<file path="config.mk">
export PLATFORM = sky130hd
export DESIGN_NAME = dla_adapter
export DESIGN_NICKNAME = d
export VERILOG_FILES = /design/src/dla_adapter.v /design/src/dla_fifo.v
export VERILOG_INCLUDE_DIRS = /design/src
export SDC_FILE = /design/constraint.sdc
export NUM_CORES = 2
export LEC_CHECK = 0
export ABC_CLOCK_PERIOD_IN_PS = 12300
export BUFFER_PORTS_ARGS = -buffer_cell sky130_fd_sc_hd__buf_2
export CELL_PAD_IN_SITES_DETAIL_PLACEMENT = 0
export CELL_PAD_IN_SITES_GLOBAL_PLACEMENT = 1
export CORE_MARGIN = 3
export CORE_UTILIZATION = 45
export DETAILED_ROUTE_END_ITERATION = 12
export GPL_TIMING_DRIVEN = 1
export PLACE_DENSITY_LB_ADDON = 0.1
export SETUP_SLACK_MARGIN = 0.05
export SLEW_MARGIN = 20
export SYNTH_ARGS = -nofsm -noshare
export SYNTH_HDL_FRONTEND = slang
export SYNTH_SLANG_ARGS = --single-unit
</file>
<file path="constraint.sdc">
create_clock -name sys_clk -period 12.3 [get_ports sys_clk]
set_clock_uncertainty 0.2 [all_clocks]
set_input_delay 2.46 -clock sys_clk [delete_from_list [all_inputs] [get_ports sys_clk]]
set_output_delay 2.46 -clock sys_clk [all_outputs]
set_load 0.005 [all_outputs]
</file>
<file path="src/dla_defines.vh">
`ifndef DLA_DEFINES_VH
`define DLA_DEFINES_VH
// Contract
// - All port signals run on the interface clock.
// - Adapter outputs go up, link outputs come down.
// - One port only; single-bit valid both ways.
// - Always report the sixteen-lane width code.
// - Drop tx ready to stall the link layer.
// - Recoverable error output held at zero.
// - Fatal link errors shown on training error.
// - Time mark and its stream id held zero.
// - Only supported state codes requested and reported.
// - Each signal tied, passed, fixed or handshaken.
// - Sudden link drop output held at zero.
// - Rate code fixed at fifth generation.
// - Protocol code fixed to coherent-link protocol.

// Datapath sizes.
`define DLA_NBYTES 8
`define DLA_DATA_W 64
`define DLA_STREAM_W 8
`define DLA_FIFO_DEPTH 32
`define DLA_FIFO_AW 5
`define DLA_FIFO_LVL_W 6
// Ready drops once no more than this many words are free.
`define DLA_FIFO_HEADROOM 6'h02

// Fixed configuration codes.
`define DLA_WIDTH_X16 3'h4
`define DLA_RATE_GEN5 3'h4
`define DLA_PROTO_CODE 3'h2

// Link state codes, shared by request and report.
`define DLA_ST_RESET 4'h0
`define DLA_ST_ACTIVE 4'h1
`define DLA_ST_L1 4'h4
`define DLA_ST_L2 4'h8
`define DLA_ST_LINKRESET 4'h9
`define DLA_ST_LINKERROR 4'hA

// Reset values of the stream outputs.
`define DLA_RST_BYTES 64'h0000000000000000
`define DLA_RST_STREAM 8'h00
`endif

</file>
<file path="src/dla_adapter.v">
`include "dla_defines.vh"

module dla_adapter (
  input wire sys_clk,
  input wire reset_n,
  // Link layer to adapter.
  input wire linklayer_tx_ready,
  input wire linklayer_tx_valid,
  input wire [`DLA_DATA_W-1:0] linklayer_tx_bytes,
  input wire [`DLA_STREAM_W-1:0] linklayer_tx_stream_id,
  input wire linklayer_halt_acknowledge,
  input wire [3:0] linklayer_state_request,
  input wire linklayer_unused_tied_input,
  // Adapter to link layer.
  output reg adapter_tx_ready,
  output reg adapter_rx_valid,
  output reg [`DLA_DATA_W-1:0] adapter_rx_bytes,
  output reg [`DLA_STREAM_W-1:0] adapter_rx_stream_id,
  output reg adapter_recoverable_err,
  output reg adapter_fatal_err,
  output reg adapter_correctable_err,
  output reg adapter_halt_request,
  output reg adapter_time_mark,
  output reg [7:0] adapter_time_mark_stream_id,
  output reg adapter_in_low_power_one,
  output reg adapter_in_low_power_two,
  output reg [3:0] adapter_state_report,
  output reg [2:0] adapter_width_report,
  output reg adapter_sudden_drop,
  output reg [2:0] adapter_rate_code,
  output reg [2:0] adapter_protocol_code,
  // Adapter to PHY, same clock.
  output reg phy_tx_valid,
  output reg [`DLA_DATA_W-1:0] phy_tx_bytes,
  output reg [`DLA_STREAM_W-1:0] phy_tx_stream_id,
  input wire phy_tx_ready,
  input wire phy_rx_valid,
  input wire [`DLA_DATA_W-1:0] phy_rx_bytes,
  input wire [`DLA_STREAM_W-1:0] phy_rx_stream_id,
  input wire phy_link_ready,
  input wire phy_fatal_err
);
  localparam FW = `DLA_DATA_W + `DLA_STREAM_W;

  // Controller states, binary coded.
  localparam S_RESET = 3'h0;
  localparam S_ACTIVE = 3'h1;
  localparam S_HALT = 3'h2;
  localparam S_L1 = 3'h3;
  localparam S_L2 = 3'h4;
  localparam S_LINKRESET = 3'h5;
  localparam S_ERROR = 3'h6;

  reg [2:0] state_ff;
  reg [2:0] nxt_state;
  reg [3:0] target_ff;
  reg [3:0] nxt_target;
  reg halt_req_ff;
  reg nxt_halt_req;
  reg fatal_ff;
  reg ack_low_ff;

  wire fifo_in_ready;
  wire fifo_out_valid;
  wire fifo_out_ready;
  wire [FW-1:0] fifo_out_data;
  wire [`DLA_FIFO_LVL_W-1:0] fifo_level;
  wire tx_take;
  wire overrun;
  wire req_valid;

  // Unused input is tied off by the link layer and ignored here.

  // Maps an internal state to the reported code.
  function [3:0] state_code;
    input [2:0] st;
    begin
      case (st)
        S_ACTIVE: state_code = `DLA_ST_ACTIVE;
        S_HALT: state_code = `DLA_ST_ACTIVE;
        S_L1: state_code = `DLA_ST_L1;
        S_L2: state_code = `DLA_ST_L2;
        S_LINKRESET: state_code = `DLA_ST_LINKRESET;
        S_ERROR: state_code = `DLA_ST_LINKERROR;
        default: state_code = `DLA_ST_RESET;
      endcase
    end
  endfunction

  // True for request codes this adapter can honour.
  function supported_req;
    input [3:0] code;
    begin
      case (code)
        `DLA_ST_ACTIVE: supported_req = 1'b1;
        `DLA_ST_L1: supported_req = 1'b1;
        `DLA_ST_L2: supported_req = 1'b1;
        `DLA_ST_LINKRESET: supported_req = 1'b1;
        default: supported_req = 1'b0;
      endcase
    end
  endfunction

  assign req_valid = supported_req(linklayer_state_request);

  // A beat moves only with valid, link ready and our registered ready.
  assign tx_take = linklayer_tx_valid & linklayer_tx_ready &
                   adapter_tx_ready;
  // Cannot happen with the headroom kept below, but would lose data.
  assign overrun = tx_take & ~fifo_in_ready;

  // The FIFO absorbs a slower PHY; its fill level throttles the link.
  dla_fifo #(
    .WIDTH(FW),
    .DEPTH(`DLA_FIFO_DEPTH),
    .AW(`DLA_FIFO_AW),
    .LW(`DLA_FIFO_LVL_W)
  ) u_tx_fifo (
    .sys_clk(sys_clk),
    .reset_n(reset_n),
    .in_valid(tx_take),
    .in_ready(fifo_in_ready),
    .in_data({linklayer_tx_stream_id, linklayer_tx_bytes}),
    .out_valid(fifo_out_valid),
    .out_ready(fifo_out_ready),
    .out_data(fifo_out_data),
    .level(fifo_level)
  );

  // Output stage register empties into the PHY when it is ready.
  assign fifo_out_ready = ~phy_tx_valid | phy_tx_ready;

  always @(posedge sys_clk or negedge reset_n) begin
    if (!reset_n) begin
      phy_tx_valid <= 1'b0;
      phy_tx_bytes <= `DLA_RST_BYTES;
      phy_tx_stream_id <= `DLA_RST_STREAM;
    end else if (fifo_out_ready) begin
      phy_tx_valid <= fifo_out_valid;
      phy_tx_bytes <= fifo_out_data[`DLA_DATA_W-1:0];
      phy_tx_stream_id <= fifo_out_data[FW-1:`DLA_DATA_W];
    end
  end

  // Virtual link state machine.
  always @* begin
    nxt_state = state_ff;
    nxt_target = target_ff;
    nxt_halt_req = halt_req_ff;
    case (state_ff)
      S_RESET: begin
        if (linklayer_state_request == `DLA_ST_ACTIVE && phy_link_ready) begin
          nxt_state = S_ACTIVE;
        end
      end
      S_ACTIVE: begin
        if (req_valid && linklayer_state_request != `DLA_ST_ACTIVE) begin
          // Leaving active needs the link layer to stop sending first.
          nxt_target = linklayer_state_request;
          nxt_halt_req = 1'b1;
          nxt_state = S_HALT;
        end
      end
      S_HALT: begin
        // Wait for the acknowledge and for queued beats to leave.
        if (linklayer_halt_acknowledge && ack_low_ff && !fifo_out_valid &&
            !phy_tx_valid) begin
          nxt_halt_req = 1'b0;
          case (target_ff)
            `DLA_ST_L1: nxt_state = S_L1;
            `DLA_ST_L2: nxt_state = S_L2;
            default: nxt_state = S_LINKRESET;
          endcase
        end
      end
      S_L1: begin
        if (linklayer_state_request == `DLA_ST_ACTIVE && phy_link_ready) begin
          nxt_state = S_ACTIVE;
        end else if (linklayer_state_request == `DLA_ST_LINKRESET) begin
          nxt_state = S_LINKRESET;
        end
      end
      S_L2: begin
        // Waking from the deepest state goes back through reset.
        if (linklayer_state_request == `DLA_ST_ACTIVE) begin
          nxt_state = S_RESET;
        end
      end
      S_LINKRESET: begin
        if (linklayer_state_request != `DLA_ST_LINKRESET) begin
          nxt_state = S_RESET;
        end
      end
      S_ERROR: begin
        nxt_state = S_ERROR;
      end
      default: begin
        nxt_state = S_RESET;
      end
    endcase
    // No recovery exists, so any fatal condition is terminal.
    if (phy_fatal_err || overrun) begin
      nxt_state = S_ERROR;
      nxt_halt_req = 1'b0;
    end
  end

  always @(posedge sys_clk or negedge reset_n) begin
    if (!reset_n) begin
      state_ff <= S_RESET;
      target_ff <= `DLA_ST_RESET;
      halt_req_ff <= 1'b0;
      fatal_ff <= 1'b0;
    end else begin
      state_ff <= nxt_state;
      target_ff <= nxt_target;
      halt_req_ff <= nxt_halt_req;
      // Sticky until reset; nothing clears a fatal error.
      if (phy_fatal_err || overrun) begin
        fatal_ff <= 1'b1;
      end
    end
  end

  // A late acknowledge of the previous halt must not end a new one, so
  // only an acknowledge that follows a low level counts.
  always @(posedge sys_clk or negedge reset_n) begin
    if (!reset_n) begin
      ack_low_ff <= 1'b0;
    end else if (!halt_req_ff) begin
      ack_low_ff <= 1'b0;
    end else if (!linklayer_halt_acknowledge) begin
      ack_low_ff <= 1'b1;
    end
  end

  // Registered outputs toward the link layer.
  always @(posedge sys_clk or negedge reset_n) begin
    if (!reset_n) begin
      adapter_tx_ready <= 1'b0;
      adapter_rx_valid <= 1'b0;
      adapter_rx_bytes <= `DLA_RST_BYTES;
      adapter_rx_stream_id <= `DLA_RST_STREAM;
      adapter_fatal_err <= 1'b0;
      adapter_halt_request <= 1'b0;
      adapter_in_low_power_one <= 1'b0;
      adapter_in_low_power_two <= 1'b0;
      adapter_state_report <= `DLA_ST_RESET;
    end else begin
      // Two words of headroom cover the beat already in flight.
      adapter_tx_ready <= (nxt_state == S_ACTIVE) &&
        (fifo_level < (`DLA_FIFO_DEPTH - `DLA_FIFO_HEADROOM));
      adapter_rx_valid <= phy_rx_valid &&
        (state_ff == S_ACTIVE || state_ff == S_HALT);
      if (phy_rx_valid) begin
        adapter_rx_bytes <= phy_rx_bytes;
        adapter_rx_stream_id <= phy_rx_stream_id;
      end
      adapter_fatal_err <= fatal_ff | phy_fatal_err | overrun;
      adapter_halt_request <= nxt_halt_req;
      adapter_in_low_power_one <= (nxt_state == S_L1);
      adapter_in_low_power_two <= (nxt_state == S_L2);
      adapter_state_report <= state_code(nxt_state);
    end
  end

  // Fixed and tied outputs, still driven from flip-flops.
  always @(posedge sys_clk or negedge reset_n) begin
    if (!reset_n) begin
      adapter_recoverable_err <= 1'b0;
      adapter_correctable_err <= 1'b0;
      adapter_time_mark <= 1'b0;
      adapter_time_mark_stream_id <= `DLA_RST_STREAM;
      adapter_sudden_drop <= 1'b0;
      adapter_width_report <= `DLA_WIDTH_X16;
      adapter_rate_code <= `DLA_RATE_GEN5;
      adapter_protocol_code <= `DLA_PROTO_CODE;
    end else begin
      adapter_recoverable_err <= 1'b0;
      adapter_correctable_err <= 1'b0;
      // Timing logic uses a fixed adapter delay instead of stamps.
      adapter_time_mark <= 1'b0;
      adapter_time_mark_stream_id <= `DLA_RST_STREAM;
      adapter_sudden_drop <= 1'b0;
      adapter_width_report <= `DLA_WIDTH_X16;
      adapter_rate_code <= `DLA_RATE_GEN5;
      adapter_protocol_code <= `DLA_PROTO_CODE;
    end
  end
endmodule // dla_adapter

</file>
<file path="src/dla_fifo.v">
module dla_fifo #(
  parameter WIDTH = 72,
  parameter DEPTH = 32,
  parameter AW = 5,
  parameter LW = 6
) (
  input wire sys_clk,
  input wire reset_n,
  input wire in_valid,
  output wire in_ready,
  input wire [WIDTH-1:0] in_data,
  output wire out_valid,
  input wire out_ready,
  output wire [WIDTH-1:0] out_data,
  output wire [LW-1:0] level
);
  reg [WIDTH-1:0] mem [0:DEPTH-1];
  reg [AW-1:0] wr_ptr_ff;
  reg [AW-1:0] rd_ptr_ff;
  reg [LW-1:0] count_ff;
  wire do_wr;
  wire do_rd;

  assign in_ready = (count_ff != DEPTH[LW-1:0]);
  assign out_valid = (count_ff != {LW{1'b0}});
  assign out_data = mem[rd_ptr_ff];
  assign level = count_ff;
  assign do_wr = in_valid & in_ready;
  assign do_rd = out_valid & out_ready;

  // Storage has no reset so it can map onto plain memory.
  always @(posedge sys_clk) begin
    if (do_wr) begin
      mem[wr_ptr_ff] <= in_data;
    end
  end

  always @(posedge sys_clk or negedge reset_n) begin
    if (!reset_n) begin
      wr_ptr_ff <= {AW{1'b0}};
      rd_ptr_ff <= {AW{1'b0}};
      count_ff <= {LW{1'b0}};
    end else begin
      if (do_wr) begin
        wr_ptr_ff <= wr_ptr_ff + {{(AW-1){1'b0}}, 1'b1};
      end
      if (do_rd) begin
        rd_ptr_ff <= rd_ptr_ff + {{(AW-1){1'b0}}, 1'b1};
      end
      if (do_wr && !do_rd) begin
        count_ff <= count_ff + {{(LW-1){1'b0}}, 1'b1};
      end else if (do_rd && !do_wr) begin
        count_ff <= count_ff - {{(LW-1){1'b0}}, 1'b1};
      end
    end
  end
endmodule // dla_fifo

</file>
==> flow_summary.toml <==
[floorplan]
die_area_sq_mm = 0.215
rows = 167
initial_core_util_pct = 45.4
die_h_um = 464
io_pins = 334
die_w_um = 464
core-area_sq_mm = 0.208

[timing]
fmax_mhz = 155
relSlewSlack_pct = 23.5
hold_slack_ns = 0.253
period_needed_ns = 6.44
final_hold_viol_count = 0
slew_viol_final = 0
rsz0062_at_grt = "no"
tns_ns = 0
setup_violations = 0
tightest_slew_ns = 1.15
fin_crit_sh_pct = 52.4
setup_slack_ns = 5.86

[clock_tree]
cts_tree = "yes"
cts_repair_resize_count = 0
clock_sinks = 2484
clkLatencyLatePin_ns = 0.91
cts_hold_buf = 0
cts_root_buf = "clkbuf_16"
clkSlewWorstSetupHoldPaths_ns = 0.06
htreeDepth = 5
postCtsSetupRepairBufs = 0
cts.path.max_buffers = 4
cts_buffers = 282

[global_route]
grt_max_degree = 147
antenna_found_initial = 13
grt_use_total_pct = 22.2
grt_pass1_wl_um = 344000
grt_overflow = 0
grt_pass1_vias = 46691

[logic_synthesis]
syn_avg_cell_area_sq_um = 21.9
synth_async_sr_flop_share_pct = 7.25
seq_area_frac_synth_pct = 78.1
synth_cell_types = 60
syn-cell-area_sq_mm = 0.0944
synth-edff-count = 2304
yosysWarnings = 0
synth_cells = 4313
ys.flop_type = "edfxtp_1"
ys_seq_elements = 2484

[drt]
firstDrtPassIters = 5
vias_per_cell = 5.83
drc_errors = 0
drt_iter0_drc = 4101
vias = 45397
wl_per_cell_um = 30.7
ant_nets = 0
routed_wirelength_um = 239000

[final_layout]
final_common_cell = "edfxtp_1"
area_growth_pct = 14.8
final_cell_mix = "edfxtp_1 (2,304), mux4_2 (521), buf_2 (310), clkbuf_16 (287), mux2i_1 (202)"
drive_above_1_share_pct = 31.0
layout.cells.non_filler = 7783
final_util_pct = 52.1
fin_nets = 4967

[pwr]
ir_worst_vdd_v = 0.000190
leakagePower_uw = 0.0355
powerDensity_mw_per_mm2 = 210

[placed_design]
place.gp.congestion = 0.733
dp_cells = 7301
place_hpwl_um = 127000
io_buffers = 311
place_worst_setup_slack_ns = 4.91

[worst_setup_path]
worstSetupPathType = "in -> reg"
cp-end-kind = "flop"
r2r_slack_ns = 7.13
critPathMaxFanout = 33
cp_data_arrival_time_ns = 6.76
startpoint_type = "input port"
cp.required_ns = 12.62

[flow_run]
maxCapViolCount = 0

[min_path]
hold_path_class = "reg -> reg"

[status]
outcome = "finished, final reports clean"
[critical path, stage by stage]
cell,delay [ns]
buf_2,0.08
and3_1,0.18
a21boi_1,0.84
nand2_1,0.76
nor2_4,1.07
buf_4,0.81
buf_4,0.52
[stage by stage]
| step | power [uW] | cell area [sq um] |
|---|---|---|
| after floorplan | 13500 | 94500 |
| after global placement | 15300 | 99600 |
| after detailed placement | 15300 | 99900 |
| after CTS | 23100 | 108000 |
| after global routing | 23800 | 108000 |
| final | 22800 | 108000 |
[registers in the layout, summed over array words and instances (netlist names)]
register,flops
adapter_halt_request,1
adapter_rx_valid,1
adapter_in_low_power_two,1
state_ff,3
u_tx_fifo.rd_ptr_ff,5
fatal_ff,1
phy_tx_stream_id,8
phy_tx_valid,1
adapter_state_report,4
adapter_fatal_err,1
u_tx_fifo.wr_ptr_ff,5
target_ff,4
phy_tx_bytes,64
adapter_in_low_power_one,1
ack_low_ff,1
adapter_tx_ready,1
u_tx_fifo.mem,2304
u_tx_fifo.level,6
adapter_rx_bytes,64
adapter_rx_stream_id,8
[path summary, 6_finish.rpt]
| check | endpoint | startpoint | depth (start not counted) |
|---|---|---|---|
| setup / recovery | u_tx_fifo.mem[8][48] | linklayer_tx_valid | 7 |
| hold / removal | adapter_fatal_err | fatal_ff | 1 |
| setup reg to reg | u_tx_fifo.mem[8][48] | u_tx_fifo.level[5] | 6 |
| hold reg to reg | adapter_fatal_err | fatal_ff | 1 |
| max in group asynchronous | u_tx_fifo.rd_ptr_ff[0] | reset_n | 2 |
| min in group asynchronous | phy_tx_bytes[61] | reset_n | 1 |
[synthesized netlist by cell type, types with 12 or more instances]
master     instances  area, sq um
nor2_1           129          484
a21oi_1           43          215
clkbuf_1         131          492
dfrtp_1          180         4500
buf_1             24         90.1
nor3_1            16         80.1
inv_1             34          128
a32oi_1           22          193
buf_2             69          345
mux2i_1          202         2020
o21ai_0           12         60.1
o22ai_1          149          932
o221a_2           20          225
buf_4             26          195
edfxtp_1        2304        69200
mux4_2           521        11700
nand3_1           28          140
nand2_1          103          387
a2111oi_0         24          210
mux2_2           164         1850
[final cells by class]
| cell class | instances | area, sq um |
|---|---|---|
| multi-input cells | 1564 | 19800 |
| clock inverters | 86 | 643 |
| flip-flops and latches | 2484 | 73700 |
| diodes | 8 | 20.0 |
| fillers | 16359 | 99600 |
| clock buffers | 387 | 7740 |
| well taps | 2788 | 3490 |
| repair buffers | 432 | 2790 |
| inverters | 34 | 128 |
[routing by layer]
| layer | global-route usage, % | share of wire (%) |
|---|---|---|
| met1 | 31.8 | 44 |
| met2 | 35.3 | 48 |
| met3 | 4.01 | 5.8 |
| met4 | 6.49 | 2.7 |
| met5 | 0 | 0.010 |
[cell families after synthesis]
family | count (synthesis) | synth area share, %
flops | 2484 | 78.1
simple gates | 330 | 1.57
xor+xnor | 14 | 0.130
other cells | 2 | 0.00796
fa+ha+maj | 11 | 0.154
compound gates | 301 | 2.21
buf+inv | 284 | 1.32
mux | 887 | 16.5
[where the power goes]
group / internal [uW] / switching (uW)
sequential: 9400 / 270
combinational: 2530 / 2820
clock: 4560 / 3180
No activity file was read; power rests on OpenSTA's default activity.
